--- src/scs_defines.vh ---
// register addresses, field positions, reset values and counts of the spi configuration block
`ifndef SCS_DEFINES_VH
`define SCS_DEFINES_VH

// special function register addresses
`define SCS_ADDR_CONTROL     8'hF8
`define SCS_ADDR_CONFIG      8'hA1
`define SCS_ADDR_CLOCK_RATE  8'hA2
`define SCS_ADDR_DATA        8'hA3

// configuration register fields
`define SCS_CFG_BUSY         7
`define SCS_CFG_MASTER       6
`define SCS_CFG_PHASE        5
`define SCS_CFG_POLARITY     4
`define SCS_CFG_SLV_SEL      3
`define SCS_CFG_PIN_LEVEL    2
`define SCS_CFG_SR_EMPTY     1
`define SCS_CFG_RX_EMPTY     0

// control register fields
`define SCS_CTL_DONE         7
`define SCS_CTL_WCOL         6
`define SCS_CTL_MODF         5
`define SCS_CTL_OVERRUN      4
`define SCS_CTL_NSS_MODE_HI  3
`define SCS_CTL_NSS_MODE_LO  2
`define SCS_CTL_TX_ROOM      1
`define SCS_CTL_ENABLE       0

// reset values
`define SCS_CONFIG_RESET     8'h07
`define SCS_CONTROL_RESET    8'h06
`define SCS_CLOCK_RATE_RESET 8'h00

// nss modes
`define SCS_NSS_3WIRE        2'h0
`define SCS_NSS_MULTI        2'h1

// serial timing and buffering
`define SCS_LAST_EDGE        4'hF
`define SCS_FIFO_WIDTH       8
`define SCS_FIFO_DEPTH       16
`define SCS_FIFO_AW          4

`endif

--- src/scs_fifo.v ---
// transmit fifo between the data register and the shift register
`timescale 1ns/1ps
module scs_fifo #(
	parameter WIDTH = 8,
	parameter DEPTH = 16,
	parameter AW    = 4
) (
	input  wire             clk,
	input  wire             arst_n,
	input  wire             ce,
	input  wire             flush,
	input  wire             in_valid,
	output wire             in_ready,
	input  wire [WIDTH-1:0] in_data,
	output wire             out_valid,
	input  wire             out_ready,
	output wire [WIDTH-1:0] out_data
);
	reg [WIDTH-1:0] mem [0:DEPTH-1];
	reg [AW-1:0]    wr_ptr;
	reg [AW-1:0]    rd_ptr;
	reg [AW:0]      count;
	wire            push;
	wire            pop;

	// full and empty come straight from the occupancy count
	assign in_ready  = (count != DEPTH[AW:0]);
	assign out_valid = (count != {(AW+1){1'b0}});
	assign out_data  = mem[rd_ptr];
	assign push      = ce & in_valid & in_ready;
	assign pop       = ce & out_valid & out_ready;

	// storage array has no reset; only pointers and count need a defined value
	always @(posedge clk) begin
		if (push) begin
			mem[wr_ptr] <= in_data;
		end
	end

	// pointers and count; flush empties the queue when the port is disabled
	always @(posedge clk or negedge arst_n) begin
		if (!arst_n) begin
			wr_ptr <= {AW{1'b0}};
			rd_ptr <= {AW{1'b0}};
			count  <= {(AW+1){1'b0}};
		end else if (ce) begin
			if (flush) begin
				wr_ptr <= {AW{1'b0}};
				rd_ptr <= {AW{1'b0}};
				count  <= {(AW+1){1'b0}};
			end else begin
				if (push) begin
					wr_ptr <= wr_ptr + {{(AW-1){1'b0}}, 1'b1};
				end
				if (pop) begin
					rd_ptr <= rd_ptr + {{(AW-1){1'b0}}, 1'b1};
				end
				if (push & ~pop) begin
					count <= count + {{AW{1'b0}}, 1'b1};
				end else if (pop & ~push) begin
					count <= count - {{AW{1'b0}}, 1'b1};
				end
			end
		end
	end
endmodule // scs_fifo

--- src/scs_spi_config_status.v ---
// byte-wide spi port with its configuration and status register
// Summary of operation
// - the port is run through four registers only: control, data, configuration and clock rate.
// - configuration bit 2 returns the slave-select pin level after the two-flop synchroniser, with no deglitch filter.
// - shift-register-empty in bit 1 is read only and only means something in slave mode.
// - in slave mode shift-register-empty sets once a byte has fully shifted and none is pending.
// - in slave mode receive-buffer-empty in bit 0 sets once software reads an unrenewed buffer.
// - receive-buffer-empty stays clear while an unread received byte sits in the buffer.
// - the polarity select picks an idle-low or idle-high serial clock in master mode; a slave takes either idle level whatever the select.
// - the phase select picks first or second clock edge for latching; both ends must match.
// - after eight bits the transfer-complete flag sets and the byte goes to the receive buffer, or overrun sets if that still holds an unread byte.
`timescale 1ns/1ps
`include "scs_defines.vh"
module scs_spi_config_status (
	input  wire       clk,
	input  wire       arst_n,
	input  wire       ce,
	input  wire [7:0] sfr_addr,
	input  wire       sfr_wr,
	input  wire       sfr_rd,
	input  wire [7:0] sfr_wdata,
	output reg  [7:0] sfr_rdata,
	input  wire       sck_in,
	output wire       sck_out,
	output wire       sck_oe,
	input  wire       mosi_in,
	output wire       mosi_out,
	output wire       mosi_oe,
	input  wire       miso_in,
	output wire       miso_out,
	output wire       miso_oe,
	input  wire       slave_select_pin_in,
	output wire       slave_select_pin_out,
	output wire       slave_select_pin_oe
);
	localparam ST_IDLE = 1'b0;
	localparam ST_RUN  = 1'b1;

	// control register state
	reg        transfer_complete_flag;
	reg        write_collision;
	reg        mode_fault_flag;
	reg        receive_overrun;
	reg [1:0]  nss_mode;
	reg        port_enable;
	// configuration register state, clock rate and receive buffer
	reg        master_enable;
	reg        clock_phase_select;
	reg        clock_polarity_select;
	reg        receive_buffer_empty;
	reg [7:0]  spi_clock_rate;
	reg [7:0]  rx_buffer;
	// shift engine
	reg        master_state;
	reg [7:0]  half_cnt;
	reg        sck_phase;
	reg [3:0]  edge_cnt;
	reg [7:0]  tx_shift;
	reg [7:0]  rx_shift;
	reg        tx_loaded;
	reg        sck_delay;
	// pin synchronisers
	reg [3:0]  pin_meta;
	reg [3:0]  pin_sync;
	wire [3:0] pin_raw;
	wire       sck_s;
	wire       mosi_s;
	wire       miso_s;
	wire       nss_s;

	// register port decode
	wire       wr_control;
	wire       wr_config;
	wire       wr_rate;
	wire       wr_data;
	wire       rd_data;
	// engine terms
	wire       slave_active;
	wire       slave_selected;
	wire       mode_fault;
	wire       master_edge;
	wire       link_edge;
	wire       leading;
	wire       sample_edge;
	wire       shift_edge;
	wire       byte_end;
	wire       sample_bit;
	wire [7:0] rx_next;
	wire       transfer_busy;
	wire       shift_register_empty;
	wire       master_start;
	wire       slave_load;
	wire       buffer_full;
	// fifo
	wire       fifo_in_ready;
	wire       fifo_out_valid;
	wire       fifo_out_ready;
	wire [7:0] fifo_out_data;
	wire [7:0] config_view;
	wire [7:0] control_view;

	assign pin_raw = {slave_select_pin_in, miso_in, mosi_in, sck_in};

	// every pin passes two flops; only the second flop feeds any logic
	genvar gi;
	generate
		for (gi = 0; gi < 4; gi = gi + 1) begin : g_sync
			always @(posedge clk or negedge arst_n) begin
				if (!arst_n) begin
					pin_meta[gi] <= 1'b1;
					pin_sync[gi] <= 1'b1;
				end else if (ce) begin
					pin_meta[gi] <= pin_raw[gi];
					pin_sync[gi] <= pin_meta[gi];
				end
			end
		end
	endgenerate

	assign sck_s  = pin_sync[0];
	assign mosi_s = pin_sync[1];
	assign miso_s = pin_sync[2];
	assign nss_s  = pin_sync[3];

	// register strobes, one per mapped address
	assign wr_control = ce & sfr_wr & (sfr_addr == `SCS_ADDR_CONTROL);
	assign wr_config  = ce & sfr_wr & (sfr_addr == `SCS_ADDR_CONFIG);
	assign wr_rate    = ce & sfr_wr & (sfr_addr == `SCS_ADDR_CLOCK_RATE);
	assign wr_data    = ce & sfr_wr & (sfr_addr == `SCS_ADDR_DATA);
	assign rd_data    = ce & sfr_rd & (sfr_addr == `SCS_ADDR_DATA);

	// slave runs when enabled, not master, and selected (3-wire needs no select)
	assign slave_selected = port_enable & ~master_enable & ~nss_s;
	assign slave_active   = port_enable & ~master_enable &
	                        ((nss_mode == `SCS_NSS_3WIRE) | ~nss_s);
	assign mode_fault     = port_enable & master_enable &
	                        (nss_mode == `SCS_NSS_MULTI) & ~nss_s;

	// master makes its own edges; slave finds edges on the synchronised clock
	assign master_edge = (master_state == ST_RUN) & (half_cnt == spi_clock_rate);
	assign link_edge   = master_enable ? master_edge :
	                     (slave_active & (sck_s ^ sck_delay));
	// even edge count is the leading edge of a bit period, whatever the polarity
	assign leading     = ~edge_cnt[0];
	assign sample_edge = link_edge & (clock_phase_select ? ~leading : leading);
	assign shift_edge  = link_edge & (clock_phase_select ? (leading & (edge_cnt != 4'h0)) :
	                     ~leading);
	assign byte_end    = link_edge & (edge_cnt == `SCS_LAST_EDGE);
	assign sample_bit  = master_enable ? miso_s : mosi_s; // miso lags two clocks: rate below 2 misreads
	assign rx_next     = sample_edge ? {rx_shift[6:0], sample_bit} : rx_shift;
	assign buffer_full = ~receive_buffer_empty & ~rd_data;

	assign transfer_busy = (master_state == ST_RUN) |
	                       (slave_active & (edge_cnt != 4'h0));
	assign shift_register_empty = ~tx_loaded;

	// fifo drain stalls while the shift register still holds a byte
	assign master_start   = port_enable & master_enable & ~mode_fault &
	                        (master_state == ST_IDLE) & fifo_out_valid;
	assign slave_load     = port_enable & ~master_enable & fifo_out_valid &
	                        ((~tx_loaded & (edge_cnt == 4'h0) & ~link_edge) | byte_end);
	assign fifo_out_ready = master_start | slave_load;

	scs_fifo #(
		.WIDTH (`SCS_FIFO_WIDTH),
		.DEPTH (`SCS_FIFO_DEPTH),
		.AW    (`SCS_FIFO_AW)
	) u_tx_fifo (
		.clk       (clk),
		.arst_n    (arst_n),
		.ce        (ce),
		.flush     (~port_enable),
		.in_valid  (wr_data),
		.in_ready  (fifo_in_ready),
		.in_data   (sfr_wdata),
		.out_valid (fifo_out_valid),
		.out_ready (fifo_out_ready),
		.out_data  (fifo_out_data)
	);

	// software-facing register state; hardware sets win over software clears
	always @(posedge clk or negedge arst_n) begin
		if (!arst_n) begin
			transfer_complete_flag <= 1'b0;
			write_collision        <= 1'b0;
			mode_fault_flag        <= 1'b0;
			receive_overrun        <= 1'b0;
			nss_mode               <= `SCS_NSS_MULTI;
			port_enable            <= 1'b0;
			master_enable          <= 1'b0;
			clock_phase_select     <= 1'b0;
			clock_polarity_select  <= 1'b0;
			spi_clock_rate         <= `SCS_CLOCK_RATE_RESET;
			receive_buffer_empty   <= 1'b1;
			rx_buffer              <= 8'h00;
		end else if (ce) begin
			transfer_complete_flag <= byte_end |
			    (wr_control ? sfr_wdata[`SCS_CTL_DONE] : transfer_complete_flag);
			write_collision <= (wr_data & ~fifo_in_ready) |
			    (wr_control ? sfr_wdata[`SCS_CTL_WCOL] : write_collision);
			mode_fault_flag <= mode_fault |
			    (wr_control ? sfr_wdata[`SCS_CTL_MODF] : mode_fault_flag);
			receive_overrun <= (byte_end & buffer_full) |
			    (wr_control ? sfr_wdata[`SCS_CTL_OVERRUN] : receive_overrun);
			if (wr_control) begin
				nss_mode <= sfr_wdata[`SCS_CTL_NSS_MODE_HI:`SCS_CTL_NSS_MODE_LO];
			end
			// a mode fault drops both enables ahead of any software write
			if (mode_fault) begin
				port_enable   <= 1'b0;
				master_enable <= 1'b0;
			end else begin
				if (wr_control) begin
					port_enable <= sfr_wdata[`SCS_CTL_ENABLE];
				end
				if (wr_config) begin
					master_enable <= sfr_wdata[`SCS_CFG_MASTER];
				end
			end
			// phase and polarity take effect at once; a live byte may be corrupted
			if (wr_config) begin
				clock_phase_select    <= sfr_wdata[`SCS_CFG_PHASE];
				clock_polarity_select <= sfr_wdata[`SCS_CFG_POLARITY];
			end
			if (wr_rate) begin
				spi_clock_rate <= sfr_wdata;
			end
			// a new byte outranks a simultaneous read; an unread byte is never overwritten
			if (byte_end & ~buffer_full) begin
				rx_buffer            <= rx_next;
				receive_buffer_empty <= 1'b0;
			end else if (rd_data) begin
				receive_buffer_empty <= 1'b1;
			end
		end
	end

	// shift engine: master clock generation, edge counting and both shift registers
	always @(posedge clk or negedge arst_n) begin
		if (!arst_n) begin
			master_state <= ST_IDLE;
			half_cnt     <= 8'h00;
			sck_phase    <= 1'b0;
			edge_cnt     <= 4'h0;
			tx_shift     <= 8'h00;
			rx_shift     <= 8'h00;
			tx_loaded    <= 1'b0;
			sck_delay    <= 1'b1; // matches the synchroniser reset, so no false edge
		end else if (ce) begin
			sck_delay <= sck_s;
			if (!port_enable) begin
				master_state <= ST_IDLE;
				half_cnt     <= 8'h00;
				sck_phase    <= 1'b0;
				edge_cnt     <= 4'h0;
				tx_loaded    <= 1'b0;
			end else begin
				case (master_state)
					ST_IDLE: begin
						half_cnt  <= 8'h00;
						sck_phase <= 1'b0;
						if (master_start) begin
							master_state <= ST_RUN;
						end
					end
					ST_RUN: begin
						if (master_edge) begin
							half_cnt  <= 8'h00;
							sck_phase <= ~sck_phase;
							if (byte_end) begin
								master_state <= ST_IDLE;
							end
						end else begin
							half_cnt <= half_cnt + 8'h01;
						end
					end
					default: begin
						master_state <= ST_IDLE;
					end
				endcase
				// a deselected slave restarts its bit count on the next select
				if (!(slave_active | master_enable)) begin
					edge_cnt <= 4'h0;
				end else if (link_edge) begin
					edge_cnt <= edge_cnt + 4'h1;
				end
				if (sample_edge) begin
					rx_shift <= {rx_shift[6:0], sample_bit};
				end
				if (master_start | slave_load) begin
					tx_shift  <= fifo_out_data;
					tx_loaded <= 1'b1;
				end else if (byte_end) begin
					tx_loaded <= 1'b0;
				end else if (shift_edge) begin
					tx_shift <= {tx_shift[6:0], 1'b0};
				end
			end
		end
	end

	// status views; pin level is the synchronised level, never filtered
	assign config_view = {transfer_busy, master_enable, clock_phase_select,
	                      clock_polarity_select, slave_selected, nss_s,
	                      shift_register_empty, receive_buffer_empty};
	assign control_view = {transfer_complete_flag, write_collision, mode_fault_flag,
	                       receive_overrun, nss_mode, fifo_in_ready, port_enable};

	// read data is captured on the read strobe; unmapped addresses read zero
	always @(posedge clk or negedge arst_n) begin
		if (!arst_n) begin
			sfr_rdata <= 8'h00;
		end else if (ce & sfr_rd) begin
			case (sfr_addr)
				`SCS_ADDR_CONFIG:     sfr_rdata <= config_view;
				`SCS_ADDR_CONTROL:    sfr_rdata <= control_view;
				`SCS_ADDR_CLOCK_RATE: sfr_rdata <= spi_clock_rate;
				`SCS_ADDR_DATA:       sfr_rdata <= rx_buffer;
				default:              sfr_rdata <= 8'h00;
			endcase
		end
	end

	// pin drivers: master owns clock and mosi, active slave owns miso
	assign sck_out              = clock_polarity_select ^ sck_phase;
	assign sck_oe               = port_enable & master_enable;
	assign mosi_out             = tx_shift[7];
	assign mosi_oe              = port_enable & master_enable;
	assign miso_out             = tx_shift[7];
	assign miso_oe              = slave_active;
	assign slave_select_pin_out = nss_mode[0];
	assign slave_select_pin_oe  = port_enable & master_enable & nss_mode[1];
endmodule // scs_spi_config_status

--- config.mk ---
export PLATFORM = sky130hd
export DESIGN_NAME = scs_spi_config_status
export DESIGN_NICKNAME = d
export VERILOG_FILES = /design/src/scs_fifo.v /design/src/scs_spi_config_status.v
export VERILOG_INCLUDE_DIRS = /design/src
export SDC_FILE = /design/constraint.sdc
export NUM_CORES = 1
export LEC_CHECK = 0
export BUFFER_PORTS_ARGS = -buffer_cell sky130_fd_sc_hd__buf_2
export CAP_MARGIN = 20
export CELL_PAD_IN_SITES_DETAIL_PLACEMENT = 0
export CELL_PAD_IN_SITES_GLOBAL_PLACEMENT = 1
export CORE_MARGIN = 2
export CORE_UTILIZATION = 45
export CTS_BUF_LIST = sky130_fd_sc_hd__clkbuf_16
export DETAILED_ROUTE_END_ITERATION = 12
export PLACE_DENSITY_LB_ADDON = 0.1
export SETUP_SLACK_MARGIN = 0.3
export SLEW_MARGIN = 20
export SYNTH_ARGS = -nofsm -noshare
export SYNTH_HDL_FRONTEND = slang
export SYNTH_SLANG_ARGS = --single-unit
--- constraint.sdc ---
create_clock -name clk -period 2.9 [get_ports clk]
set_input_delay 0.87 -clock clk [delete_from_list [all_inputs] [get_ports clk]]
set_output_delay 0.87 -clock clk [all_outputs]
set_load 0.02 [all_outputs]
==> flow_summary.yaml <==
worst_setup_path:
  slowest_stage: "dfstp_2"
  crit_arrival_ps: 3110
  regToRegStartpoint: "sck_s"
  start_kind: "register"
  crit_family: "compound AO/OA/AOI/OAI gates"
  worstPathRequired_ps: 3280
  end_kind: "register"
  path_common_cell: "buf_4"
  worstPathMaxFanout: 3
  reg2reg_to: "u_tx_fifo.count[4]"
  crit_path_max_incr_delay_ps: 550
  crit_type: "reg -> reg"
  crit_chain: "xor2_1 -> buf_4 -> nor4b_1 -> buf_4 -> o32a_4 -> nor2_4 -> inv_2 -> fa_2 -> a21o_1 -> a21oi_2 -> nand3_1 -> o311a_1 -> o22a_1"
  r2r_cells: 13
  cp_num_buf_inv: 3
  regToRegSetupSlack_ps: 170
logic_synthesis:
  synth_cell_types: 62
  syn_area_per_cell_um2: 14.7
  ys_seq_area_frac: 0.632
  muxShareOfSynthArea: 0.139
  yosys.area_share.simple: 0.0759
  synthCells: 653
  synth_top_flop_cell: "edfxtp_1"
  synthDominantCellAreaShare: 0.401
  ys_ff_latch: 216
  synth_top_family_by_area: "multiplexers"
  syn_nets: 691
  synth_edf_count: 128
  synth_area_um2: 9590
  ys_warn_count: 0
  synth_xor_area_frac: 0.0201
  yosys.cell_count.top_type: "edfxtp_1"
  postSynth.asyncResetShare: 0.407
  synth-compound-area-share: 0.0950
  synth_commonest_cells: "128 x edfxtp_1, 77 x dfrtp_1, 40 x nor2_1, 32 x mux2_2"
  synth_area_leader_cell: "edfxtp_1"
  synth_fa_ha_area_frac: 0.0177
  synth.area.top_cells: "edfxtp_1 40%, dfrtp_1 20%, mux4_2 7.3%, mux2_2 3.8%, dfstp_2 3.0%"
timing:
  fin_crit_ps: 2730
  finClkSkew_ps: 13.7
  setup_viol: 0
  rsz0062_at_grt: "yes"
  finalCritPeriodShare: 0.941
  final_max_slew_viol_count: 0
  finalHoldViolCount: 0
  tightestPinTransition_ps: 762
  fmax_ghz: 0.366
  fin_setup_tns_ps: 0
  relSlewSlack: 0.492
power_and_ir_drop:
  power.density_nw_per_um2: 748
  fin_total_pwr_mw: 8.55
  ir_worst_vdd_mv: 0.407
  p_leak_nw: 4.50
global_routing:
  grt_pass1_vias: 6335
  grt_pass1_wl_um: 36200
  grt_max_degree: 53
  antenna_found_initial: 0
  overflow: 0
  track_usage: 0.212
clocking:
  root_buffer: "clkbuf_16"
  cts_sinks: 216
  cts_tree: "built"
  clk_latency_ps: 500
  clockBufferDepth: 3
  htreeDepth: 1
  clk_pin_slew_worst_paths_ps: 60
  cts_buffers: 23
finish:
  syn_to_final_growth_pct: 19.1
  stdcell_count: 1053
  drive_gt1_frac: 0.316
  register_area_um2: 6060
  num_antenna_cells: 0
  fin_area_um2: 11400
  fin_util: 0.545
  multi_input_area_um2: 3410
  fillers: 1778
  final_nets: 800
route:
  firstDrtPassIters: 5
  vias_per_cell: 5.69
  via_count: 5988
  drc: 0
  routed_wl_um: 23000
  drt_iter0_markers: 390
  antenna_left: 0
  wl_per_cell_um: 21.8
placement:
  place_congestion: 0.840
  numPortBuffers: 40
  postPlaceCellArea_um2: 10700
  dp_cells: 1010
  hpwlAfterDp_um: 16500
floorplan:
  initial_core_util: 0.458
  ios: 41
  die_y_um: 150
  die_w_um: 150
  core-area_um2: 21000
  die-area_um2: 22500
  row_count: 53
outcome:
  status: "finished, final reports clean"
worst_hold_path:
  min_path_type: "in -> async"
job:
  cap_viol_max_count: 0
routing by layer:
metal,GRT usage,routed length [um],part of all wire,up-vias
met2,0.361,11400,0.50,134
met4,0.0741,742,0.032,0
met1,0.277,9830,0.43,3068
met3,0.0335,968,0.042,49
li1,-,-,-,2737
met5,0,0,0,-
where the power goes:
group | internal (mW) | switching [mW]
clock | 1.63 | 1.18
combinational | 0.985 | 1.01
sequential | 3.51 | 0.231
kinds of logic (layout without fill, tap and decap cells):
group	count (synthesis)	count (layout)
AND/OR/NAND/NOR	147	147
flip-flops	216	216
buffers and inverters	47	172
adder cells (fa/ha/maj)	13	13
multiplexers	90	90
AO/OA/AOI/OAI	118	118
XOR/XNOR	22	22
sequential cells by signal (all words and copies together) (netlist names), 2 cells and up:
register and count:
tx_shift 8, u_tx_fifo.count 5, spi_clock_rate 8, pin_meta 4, u_tx_fifo.wr_ptr 4, u_tx_fifo.rd_ptr 4
edge_cnt 4, nss_mode 2, half_cnt 8, rx_buffer 8, sfr_rdata 8, rx_shift 8
u_tx_fifo.mem 128
cell usage in the layout, fill, tap and decap left out, types with 13 or more instances in the layout:
master and count:
clkbuf_16 23, mux2_2 32, a21oi_1 20, nor2_1 39
dfrtp_1 76, edfxtp_1 128, a22o_1 15, o21ai_0 16
inv_1 15, buf_4 70, and2_1 17, mux4_2 31
nand3_1 13, nand2_1 31, buf_2 39, mux2i_1 27
area by class of cell:
class,instances,share of cell area
multi-input combinational,390,0.298
clock buffer,23,0.0504
clock inverter,18,0.0131
inverter,17,0.00559
sequential,216,0.531
tap,275,0.0301
timing repair buffer,114,0.0719
per-stage QoR:
step / hold slack (ps) / setup slack, ps
after global placement: 479 / -33.4
after floorplan: 465 / -21.2
final: 436 / 170
after detailed placement: 473 / -119
after global routing: 475 / 10.9
after CTS: 458 / 128
worst max-delay path by stage:
stage                     start                 end  cells past startpoint
global placement    sfr_addr[4]  u_tx_fifo.count[4]                     12
global route              sck_s  u_tx_fifo.count[4]                     13
finish                    sck_s  u_tx_fifo.count[4]                     13
detailed placement  sfr_addr[4]  u_tx_fifo.count[4]                     12
CTS                 edge_cnt[0]  u_tx_fifo.count[4]                     13
floorplan           sfr_addr[2]  u_tx_fifo.count[4]                     12
what timing repair did:
action	CTS	global route
endpoints found under the hold margin	0	0
resized for setup	5	1
pin swaps	6	2
buffers inserted	2	0
endpoints found under the setup margin	2	7
hold buffers	0	0
Note: power is estimated with default switching activity, not from simulation.
